<file path="src/tsxi_pkg.sv">
// Purpose: shared constants for the test-port select and external interrupt pin block
// Assumes: classic wishbone with 32-bit data, byte addresses
// Notes: registers hold at most 16 useful bits in the low half of each word
package tsxi_pkg;
	// ----------------------------------------------------------------
	// register byte addresses
	// ----------------------------------------------------------------
	localparam logic [15:0] TSXI_ADDR_PULL_DISABLE = 16'h1C18;
	localparam logic [15:0] TSXI_ADDR_IRQ_MASK = 16'h1C20;
	localparam logic [15:0] TSXI_ADDR_IRQ_PENDING = 16'h1C24;
	localparam logic [15:0] TSXI_ADDR_IRQ_CLEAR = 16'h1C28;
	localparam logic [15:0] TSXI_ADDR_IRQ_MODE = 16'h1C2C;
	localparam logic [15:0] TSXI_ADDR_TAP_STATUS = 16'h1C30;
	localparam logic [15:0] TSXI_ADDR_EMU_IRQ = 16'h1C34;
	// ----------------------------------------------------------------
	// field positions
	// ----------------------------------------------------------------
	localparam int TSXI_BIT_PD_IRQ_A = 0;
	localparam int TSXI_BIT_PD_IRQ_B = 1;
	localparam int TSXI_BIT_PD_EMU_SEL = 2;
	localparam int TSXI_BIT_PD_EMU_AUX = 3;
	localparam int TSXI_BIT_IRQ_A = 0;
	localparam int TSXI_BIT_IRQ_B = 1;
	localparam int TSXI_BIT_IRQ_EMU = 2;
	localparam int TSXI_BIT_MODE_GLOBAL = 0;
	localparam int TSXI_BIT_TAP_SEL = 0;
	localparam int TSXI_BIT_TAP_ARMED = 1;
	localparam int TSXI_BIT_EMU_OE = 0;
	localparam int TSXI_BIT_EMU_OUT = 1;
	// ----------------------------------------------------------------
	// reset values (1 = pull disabled)
	// ----------------------------------------------------------------
	localparam logic [15:0] TSXI_RST_PULL_DISABLE = 16'h0003;
	localparam logic [2:0] TSXI_RST_IRQ_MASK = 3'h0;
	localparam logic [15:0] TSXI_RST_IRQ_MODE = 16'h0000;
	localparam int TSXI_NUM_IRQ = 3;
	// ----------------------------------------------------------------
	// tap selection encoding
	// ----------------------------------------------------------------
	typedef enum logic [0:0] {
		TSXI_TAP_BSCAN = 1'b0,
		TSXI_TAP_EMUL = 1'b1
	} tsxi_tap_t;
endpackage : tsxi_pkg

</file>
<file path="src/tsxi_top.sv">
// Purpose: jtag port selection from the emulator select pin, plus the two external
//          interrupt inputs with mask, pending flags and pull control
// Assumes: all pins asynchronous to core_clk; 100 MHz core clock
// Notes: the test clock is only sampled, never used as a clock here
//
// Contract
// - test reset low then high latches emulator select pin level as port choice
// - jtag pins go to boundary scan tap on 0, emulation tap on 1
// - once test reset is high, emulator select pin is a two-way interrupt line
// - emulator select pin pull-up switched by a bit of pull disable register
// - emulator select pin pull-up is enabled after reset
// - each external interrupt maskable by its own mask bit and the mode bit
// - pending flag records each request; software reads it and clears by write
// - both external interrupt pull-ups switched by pull disable register bits
// - both external interrupt pull-ups are disabled after reset
`timescale 1ns/10ps
module tsxi_top
	import tsxi_pkg::*;
(
	// clock, reset, enable
	input wire logic core_clk,
	input wire logic rst_n,
	input wire logic clk_en,
	// wishbone slave
	input wire logic wb_cyc_i,
	input wire logic wb_stb_i,
	input wire logic wb_we_i,
	input wire logic [15:0] wb_adr_i,
	input wire logic [3:0] wb_sel_i,
	input wire logic [31:0] wb_dat_i,
	output logic [31:0] wb_dat_o,
	output logic wb_ack_o,
	output logic wb_err_o,
	// jtag pins from the emulator
	input wire logic jtag_trst_pin,
	input wire logic jtag_tck_pin,
	input wire logic jtag_tms_pin,
	input wire logic jtag_tdi_pin,
	output logic jtag_tdo_pin,
	// boundary scan tap side
	output logic bscan_tck,
	output logic bscan_tms,
	output logic bscan_tdi,
	output logic bscan_trst,
	input wire logic bscan_tdo,
	// emulation tap side
	output logic emul_tck,
	output logic emul_tms,
	output logic emul_tdi,
	output logic emul_trst,
	input wire logic emul_tdo,
	// emulator select pin, two-way
	input wire logic emulator_select_pin_i,
	output logic emulator_select_pin_o,
	output logic emulator_select_pin_oe,
	output logic emulator_select_pullup_en,
	output logic emulator_aux_pullup_en,
	// external interrupt pins, active low
	input wire logic ext_irq_a_n,
	input wire logic ext_irq_b_n,
	output logic ext_irq_a_pullup_en,
	output logic ext_irq_b_pullup_en,
	// interrupt to the cpu
	output logic irq
);

	// ----------------------------------------------------------------
	// pin synchronisers
	// ----------------------------------------------------------------
	logic [5:0] sync_1;
	logic [5:0] sync_2;
	logic trst_prev;
	logic trst_s;
	logic tck_s;
	logic tms_s;
	logic tdi_s;
	logic emu_s;
	logic [1:0] ext_n_s;

	// two flops per pin; only sync_2 is read by logic
	always_ff @(posedge core_clk) begin
		if (!rst_n) begin
			sync_1 <= 6'h3F;
			sync_2 <= 6'h3F;
		end else if (clk_en) begin
			sync_1 <= {ext_irq_b_n, ext_irq_a_n, emulator_select_pin_i,
				jtag_tdi_pin, jtag_tms_pin, jtag_tck_pin};
			sync_2 <= sync_1;
		end
	end
	assign tck_s = sync_2[0];
	assign tms_s = sync_2[1];
	assign tdi_s = sync_2[2];
	assign emu_s = sync_2[3];
	assign ext_n_s = sync_2[5:4];

	// test reset has its own pair so it can start low after reset
	logic trst_1;
	always_ff @(posedge core_clk) begin
		if (!rst_n) begin
			trst_1 <= 1'b0;
			trst_s <= 1'b0;
			trst_prev <= 1'b0;
		end else if (clk_en) begin
			trst_1 <= jtag_trst_pin;
			trst_s <= trst_1;
			trst_prev <= trst_s;
		end
	end

	// ----------------------------------------------------------------
	// tap selection
	// ----------------------------------------------------------------
	tsxi_tap_t tap_sel;
	logic armed;
	logic trst_rise;
	assign trst_rise = trst_s && !trst_prev;

	// latch the select pin at the test reset rising edge
	always_ff @(posedge core_clk) begin
		if (!rst_n) begin
			tap_sel <= TSXI_TAP_BSCAN;
			armed <= 1'b0;
		end else if (clk_en) begin
			if (trst_rise) begin
				tap_sel <= tsxi_tap_t'(emu_s);
			end
			armed <= trst_s;
		end
	end

	// route jtag pins; the unselected tap is held in reset and idle, and with test reset low both taps are held in reset
	always_comb begin
		bscan_tck = (tap_sel == TSXI_TAP_BSCAN) && tck_s;
		bscan_tms = (tap_sel == TSXI_TAP_BSCAN) && tms_s;
		bscan_tdi = (tap_sel == TSXI_TAP_BSCAN) && tdi_s;
		bscan_trst = (tap_sel == TSXI_TAP_BSCAN) && trst_s;
		emul_tck = (tap_sel == TSXI_TAP_EMUL) && tck_s;
		emul_tms = (tap_sel == TSXI_TAP_EMUL) && tms_s;
		emul_tdi = (tap_sel == TSXI_TAP_EMUL) && tdi_s;
		emul_trst = (tap_sel == TSXI_TAP_EMUL) && trst_s;
	end

	// tdo comes from a flop to keep the pin glitch free
	always_ff @(posedge core_clk) begin
		if (!rst_n) begin
			jtag_tdo_pin <= 1'b0;
		end else if (clk_en) begin
			jtag_tdo_pin <= (tap_sel == TSXI_TAP_EMUL) ? emul_tdo : bscan_tdo;
		end
	end

	// ----------------------------------------------------------------
	// registers
	// ----------------------------------------------------------------
	logic [15:0] pull_disable_ctrl_2;
	logic [2:0] irq_mask;
	logic [2:0] irq_pending;
	logic [15:0] irq_mode;
	logic [1:0] emu_ctrl;
	logic wr_req;
	logic rd_req;
	logic hit;
	logic [2:0] clr_w;
	logic [15:0] wmask;

	assign wr_req = wb_cyc_i && wb_stb_i && wb_we_i && !wb_ack_o && !wb_err_o;
	assign rd_req = wb_cyc_i && wb_stb_i && !wb_we_i && !wb_ack_o && !wb_err_o;
	assign wmask = {{8{wb_sel_i[1]}}, {8{wb_sel_i[0]}}};

	always_comb begin
		case (wb_adr_i)
			TSXI_ADDR_PULL_DISABLE: hit = 1'b1;
			TSXI_ADDR_IRQ_MASK: hit = 1'b1;
			TSXI_ADDR_IRQ_PENDING: hit = 1'b1;
			TSXI_ADDR_IRQ_CLEAR: hit = 1'b1;
			TSXI_ADDR_IRQ_MODE: hit = 1'b1;
			TSXI_ADDR_TAP_STATUS: hit = 1'b1;
			TSXI_ADDR_EMU_IRQ: hit = 1'b1;
			default: hit = 1'b0;
		endcase
	end

	// pull control; a set bit disables the pull
	always_ff @(posedge core_clk) begin
		if (!rst_n) begin
			pull_disable_ctrl_2 <= TSXI_RST_PULL_DISABLE;
		end else if (clk_en && wr_req && wb_adr_i == TSXI_ADDR_PULL_DISABLE) begin
			pull_disable_ctrl_2 <= (pull_disable_ctrl_2 & ~wmask) | (wb_dat_i[15:0] & wmask);
		end
	end
	assign emulator_select_pullup_en = !pull_disable_ctrl_2[TSXI_BIT_PD_EMU_SEL];
	assign emulator_aux_pullup_en = !pull_disable_ctrl_2[TSXI_BIT_PD_EMU_AUX];
	assign ext_irq_a_pullup_en = !pull_disable_ctrl_2[TSXI_BIT_PD_IRQ_A];
	assign ext_irq_b_pullup_en = !pull_disable_ctrl_2[TSXI_BIT_PD_IRQ_B];

	// mask, mode and emulator line control
	always_ff @(posedge core_clk) begin
		if (!rst_n) begin
			irq_mask <= TSXI_RST_IRQ_MASK;
			irq_mode <= TSXI_RST_IRQ_MODE;
			emu_ctrl <= 2'h0;
		end else if (clk_en && wr_req && wb_sel_i[0]) begin
			if (wb_adr_i == TSXI_ADDR_IRQ_MASK) begin
				irq_mask <= wb_dat_i[2:0];
			end
			if (wb_adr_i == TSXI_ADDR_IRQ_MODE) begin
				irq_mode <= wb_dat_i[15:0];
			end
			if (wb_adr_i == TSXI_ADDR_EMU_IRQ) begin
				emu_ctrl <= wb_dat_i[1:0];
			end
		end
	end

	// ----------------------------------------------------------------
	// emulator interrupt line
	// ----------------------------------------------------------------
	// the pin is only driven once test reset is high, so the latched level is never fought
	assign emulator_select_pin_oe = armed && trst_s && emu_ctrl[TSXI_BIT_EMU_OE];
	assign emulator_select_pin_o = emu_ctrl[TSXI_BIT_EMU_OUT];

	// ----------------------------------------------------------------
	// event detection and pending flags
	// ----------------------------------------------------------------
	logic [2:0] req_lvl;
	logic [2:0] req_prev;
	logic [2:0] req_edge;
	assign req_lvl = {armed && !emulator_select_pin_oe && !emu_s, ~ext_n_s};
	assign req_edge = req_lvl & ~req_prev;
	assign clr_w = (clk_en && wr_req && wb_sel_i[0] && wb_adr_i == TSXI_ADDR_IRQ_CLEAR)
		? wb_dat_i[2:0] : 3'h0;

	// falling pin edge marks a request; set wins over a clear in the same cycle
	always_ff @(posedge core_clk) begin
		if (!rst_n) begin
			req_prev <= 3'h0;
			irq_pending <= 3'h0;
		end else if (clk_en) begin
			req_prev <= req_lvl;
			irq_pending <= (irq_pending & ~clr_w) | req_edge;
		end
	end

	// cpu interrupt needs the per-line mask and the global mode bit
	always_ff @(posedge core_clk) begin
		if (!rst_n) begin
			irq <= 1'b0;
		end else if (clk_en) begin
			irq <= irq_mode[TSXI_BIT_MODE_GLOBAL] && |(irq_pending & irq_mask);
		end
	end

	// ----------------------------------------------------------------
	// bus answer: one cycle after the request, unmapped gives err
	// ----------------------------------------------------------------
	always_ff @(posedge core_clk) begin
		if (!rst_n) begin
			wb_ack_o <= 1'b0;
			wb_err_o <= 1'b0;
			wb_dat_o <= 32'h0000_0000;
		end else if (clk_en) begin
			wb_ack_o <= (wr_req || rd_req) && hit;
			wb_err_o <= (wr_req || rd_req) && !hit;
			wb_dat_o <= 32'h0000_0000;
			if (rd_req) begin
				case (wb_adr_i)
					TSXI_ADDR_PULL_DISABLE: wb_dat_o <= {16'h0000, pull_disable_ctrl_2};
					TSXI_ADDR_IRQ_MASK: wb_dat_o <= {29'h0, irq_mask};
					TSXI_ADDR_IRQ_PENDING: wb_dat_o <= {29'h0, irq_pending};
					TSXI_ADDR_IRQ_MODE: wb_dat_o <= {16'h0000, irq_mode};
					TSXI_ADDR_TAP_STATUS: wb_dat_o <= {30'h0, armed, tap_sel};
					TSXI_ADDR_EMU_IRQ: wb_dat_o <= {30'h0, emu_ctrl};
					default: wb_dat_o <= 32'h0000_0000;
				endcase
			end
		end
	end
endmodule : tsxi_top

</file>
<file path="config.mk">
export PLATFORM = sky130hd
export DESIGN_NAME = tsxi_top
export DESIGN_NICKNAME = d
export VERILOG_FILES = /design/src/tsxi_pkg.sv /design/src/tsxi_top.sv
export SDC_FILE = /design/constraint.sdc
export NUM_CORES = 1
export LEC_CHECK = 0
export BUFFER_PORTS_ARGS = -buffer_cell sky130_fd_sc_hd__buf_4
export CAP_MARGIN = 20
export CORE_ASPECT_RATIO = 0.75
export CORE_UTILIZATION = 55
export CTS_CLUSTER_DIAMETER = 200
export CTS_CLUSTER_SIZE = 12
export DETAILED_ROUTE_END_ITERATION = 7
export GPL_ROUTABILITY_DRIVEN = 0
export PLACE_DENSITY = 0.85
export SYNTH_ARGS = -nofsm -noshare
export SYNTH_HDL_FRONTEND = slang
export SYNTH_SLANG_ARGS = --single-unit
</file>
<file path="constraint.sdc">
create_clock -name core_clk -period 2.7 [get_ports core_clk]
set_input_delay 0.27 -clock core_clk [delete_from_list [all_inputs] [get_ports core_clk]]
set_output_delay 0.27 -clock core_clk [all_outputs]
set_load 0.02 [all_outputs]
</file>
# After elaboration in Yosys (flattened, before gate mapping)
# Index checks and enable logic that the tools add are counted.
[op_classes] muxes=5 n_bitwise=12 n_eq_ne=7 n_reduce_logical=45
[op_table] op="$eq 16x13->1 const B" n=7
[op_table] op="$pmux 16 s6" n=1
[op_table] op="$and 16x16->16" n=2
[op_table] op="$logic_and 1x1->1" n=27
[op_table] op="$mux 16" n=1
[op_table] op="$not 16->16" n=1
[op_table] op="$or 16x16->16" n=1
[op_table] op="$logic_not 1->1" n=11
[op_table] op="$and 3x3->3" n=3
[op_table] op="$reduce_and 2->1" n=4
[op_table] op="$reduce_or 7->1" n=1
[op_table] op="$not 3->3" n=2
[op_table] op="$mux 3" n=1
[op_table] op="$or 3x3->3" n=1
[op_table] op="$reduce_or 3->1" n=1
[op_table] op="$mux 1" n=2
[op_table] op="$not 2->2" n=1
[op_table] op="$logic_or 1x1->1" n=1
[op_table] op="$not 1->1" n=1
[word_totals] wordCells=86 reg_bits=95 inputBits=67 output_inout_bits=50

# Logic depth before layout (Yosys ltp)
[logic_depth] ltp_word=11 depth_mapped=9 ltp_nobuf=5

# Least setup slack after synthesis
# No wires, ideal clock.
[synth_path] kind="register -> register" start="register wb_ack_o" end="register wb_dat_o[10]" required_time_ps=2641 path_slack_ps=1041 t_arrival_ps=1599 period_less_slack_ps=1659 path_stages_with_launch=7 cell_sequence="dfxtp_1 -> and4bb_2 -> nand2_1 -> a2111o_1 -> buf_6 -> o22ai_1 -> and2_1"
[synth_via] elab_chain_cells=4
[synth_rtl] item="from (decl)" line="tsxi_top.sv:32" text="output logic wb_ack_o,"
[synth_rtl] item="from (signal assigned)" line="tsxi_top.sv:263" text="wb_ack_o <= (wr_req || rd_req) && hit;"
[synth_rtl] item="$logic_not 1->1" line="tsxi_top.sv:168" text="assign rd_req = wb_cyc_i && wb_stb_i && !wb_we_i && !wb_ack_o && !wb_err_o;"
[synth_rtl] item="$logic_and 1x1->1 (2 in series)" line="tsxi_top.sv:168"
[synth_rtl] item="$mux 16" line="tsxi_top.sv:266" text="if (rd_req) begin"
[synth_rtl] item="to (signal assigned)" line="tsxi_top.sv:268" text="TSXI_ADDR_PULL_DISABLE: wb_dat_o <= {16'h0000, pull_disable_ctrl_2};"
[synth_rtl] item="to (signal assigned)" line="tsxi_top.sv:269" text="TSXI_ADDR_IRQ_MASK: wb_dat_o <= {29'h0, irq_mask};"
[synth_rtl] item="to (signal assigned)" line="tsxi_top.sv:270" text="TSXI_ADDR_IRQ_PENDING: wb_dat_o <= {29'h0, irq_pending};"
[synth_rtl] item="to (decl)" line="tsxi_top.sv:31" text="output logic [31:0] wb_dat_o,"
# No other way between the ends.
# A chain may end at the register's enable or synchronous reset.

# Final worst setup path
[layout_path] start="register wb_ack_o" end="register irq_mode[12]"
[layout_via] elab_chain_cells=6
[layout_rtl] item="$logic_not 1->1" line="tsxi_top.sv:167" text="assign wr_req = wb_cyc_i && wb_stb_i && wb_we_i && !wb_ack_o && !wb_err_o;"
[layout_rtl] item="$logic_and 1x1->1 (2 in series)" line="tsxi_top.sv:167"
[layout_rtl] item="$logic_and 1x1->1 (2 in series)" line="tsxi_top.sv:203" text="end else if (clk_en && wr_req && wb_sel_i[0]) begin"
[layout_rtl] item="$reduce_and 2->1 (no line)"
[layout_rtl] item="to (signal assigned)" line="tsxi_top.sv:208" text="irq_mode <= wb_dat_i[15:0];"
[layout_rtl] item="to (decl)" line="tsxi_top.sv:159" text="logic [15:0] irq_mode;"
# No other way between the ends.

==> impl_metrics.py <==
metrics = {
    "worst_setup_path": {
        "cp.arrival_ns": 2.30,
        "cp.required_ns": 2.98,
        "reg2regPathDepth": 5,
        "path_max_fanout": 16,
        "crit_type": "flip-flop to flip-flop",
        "critPathCaptureType": "flip-flop",
        "worst_setup_path_start_kind": "flip-flop",
        "r2r_setup_slack_ns": 0.69,
        "cp-startpoint": "wb_ack_o",
        "r2r-start": "wb_ack_o",
        "r2r_end": "irq_mode[12]",
    },
    "cts": {
        "postCtsHoldBufs": 0,
        "clock_latency_ns": 0.36,
        "clock_path_buffers": 2,
        "cts_resized": 0,
        "cts-root-buf": "clkbuf_8",
        "cts.sinks": 79,
        "clk_pin_slew_worst_paths_ns": 0.08,
        "cts_tree": "done",
        "cts_buffers": 9,
        "cts.htree.levels": 3,
        "post_cts_buffers": 0,
    },
    "finish": {
        "nNetsFinal": 549,
        "final_cell_area_um2": 4430,
        "synthToLayoutAreaGrowth_pct": 19.8,
        "layout_commonest_cell": "buf_4",
        "n_antenna_cell": 0,
        "mostFrequentLayoutCells": "buf_4 (84), dfxtp_1 (79), nand2_1 (73)",
        "postLayoutCoreUtil_pct": 69.1,
        "drive_above_1_share_pct": 23.2,
        "instances_no_fill": 568,
    },
    "sta": {
        "timing.setup.tns_ns": 0,
        "max_freq_mhz": 496,
        "rsz0062_at_grt": "no",
        "finClkSkew_ns": 0.0117,
        "setup_viol": 0,
        "tightest_slew_ns": 0.728,
        "period_minus_slack_ns": 2.01,
        "timing.final.crit_share_pct": 74.6,
        "hold_violations": 0,
        "slew_viol_final": 0,
        "relSlewSlack_pct": 51.0,
    },
    "synth": {
        "syn_inst": 414,
        "synthArstFlopShare_pct": 0,
        "avgSynthCellArea_um2": 8.94,
        "yosysUniqueCellTypes": 45,
        "synthTopCellsByArea": "dfxtp_1 (43%), mux2i_1 (7.8%), nand2_1 (7.4%)",
        "netlist_area_um2": 3700,
        "synth_top_area_share_pct": 42.7,
        "ys_seq_area_share_pct": 42.7,
        "ys_ff_latch": 79,
        "synth-edff-count": 0,
        "yosys_warnings": 0,
        "synth_area_leader_cell": "dfxtp_1",
        "ys.flop_type": "dfxtp_1",
    },
    "global_routing": {
        "grt_max_degree": 83,
        "grt_pass1_wl_um": 13700,
        "grt_pass1_vias": 2876,
        "track_usage_pct": 24.7,
        "grt_antenna_before_repair": 0,
        "gr-total-overflow": 0,
    },
    "place": {
        "port_buffers": 82,
        "place_inst": 552,
        "dpl-instance-area_um2": 4230,
        "dp_hpwl_um": 5710,
    },
    "route": {
        "dr.pass1.iters": 4,
        "wl_per_cell_um": 14.6,
        "drc": 0,
        "initialDrtViolationCount": 152,
        "post_drt_via_cell_ratio": 5.43,
        "ant_nets": 0,
        "wl_um": 8300,
        "vias": 3082,
    },
    "floorplanning": {
        "rows": 25,
        "core_area_um2": 6410,
        "start_util_pct": 57.7,
        "ioPinCount": 117,
        "die_height_um": 73.0,
        "chipWidth_um": 96.7,
        "die_area_um2": 7060,
    },
    "power_and_ir_drop": {
        "ir_drop_mv": 0.289,
        "p_leak_nw": 1.83,
        "p_per_area_nw_per_um2": 517,
    },
    "worst_hold_path": {
        "worstHoldStart": "emulator_select_pin_i",
        "worstHoldPathCells": 3,
        "min_to": "sync_1[3]",
        "hold_class": "input pin to flip-flop",
    },
    "status": {
        "outcome": "finished clean",
    },
    "job": {
        "maxCapViolations": 0,
    },
}
[routing by layer]
metal	global-route usage [%]	wire length, um
met1	31.1	3720
met2	40.3	3910
met5	0	0
met4	10.9	181
met3	6.70	487
[worst max-delay path, stage by stage (launching register included)]
cell and delay [ns]:
dfxtp_1 0.33, and4bb_2 0.31, and4_1 0.35, and2_1 0.61, nand2_1 0.14, a21boi_0 0.20
[logic make-up (layout without fill, tap and decap cells)]
logic type             Yosys count  after routing  share of synthesized area [%]
AND/OR/NAND/NOR                158            158                           23.8
AO/OA/AOI/OAI                   79             79                           15.1
flip-flops                      79             79                           42.7
buffers and inverters           65            123                           9.47
multiplexers                    32             32                           8.76
other                            1             16                          0.101
[stage by stage]
step	setup slack, ns	hold slack (ns)	total power, W
after floorplan	1.04	0.398	0.00133
after global placement	0.661	0.437	0.00140
after detailed placement	0.604	0.447	0.00140
after CTS	0.677	0.115	0.00231
after global routing	0.541	0.136	0.00237
final	0.686	0.129	0.00229
[Yosys cell counts (7+ instances only)]
| cell type | number |
|---|---|
| o22ai_1 | 16 |
| a22oi_1 | 14 |
| dfxtp_1 | 79 |
| o21ai_0 | 9 |
| clkbuf_1 | 11 |
| a21boi_0 | 15 |
| mux2i_1 | 29 |
| a21boi_1 | 10 |
| nor2b_1 | 23 |
| inv_1 | 23 |
| and2_1 | 24 |
| nand2_1 | 73 |
| buf_2 | 7 |
| buf_4 | 22 |
[final cells by class]
| cell class | instances | area [um2] |
|---|---|---|
| Multi-Input combinational cell | 285 | 1830 |
| Sequential cell | 79 | 1580 |
| Clock inverter | 4 | 52.6 |
| Clock buffer | 12 | 155 |
| Tap cell | 81 | 101 |
| Fill cell | 519 | 1980 |
| Timing Repair Buffer | 84 | 631 |
| Inverter | 23 | 86.3 |
[worst max path at each step]
stage	slack (ns)	to	depth (start not counted)
5_1_grt	0.54	irq_mode[4]	5
3_3_place_gp	0.66	flip-flop	6
3_5_place_dp	0.60	irq_mode[4]	6
4_1_cts	0.68	irq_mode[12]	5
2_1_floorplan	1.04	wb_dat_o[10]	6
6_report	0.69	irq_mode[12]	5
[report_power, final]
group | switching (W) | internal (W) | leakage (nW)
clock network | 0.000433 | 0.000481 | 0.107
registers | 0.00000901 | 0.00118 | 0.639
logic | 0.000101 | 0.0000898 | 1.08
total | 0.000544 | 0.00175 | 1.83
(Power assumes the default switching activity.)
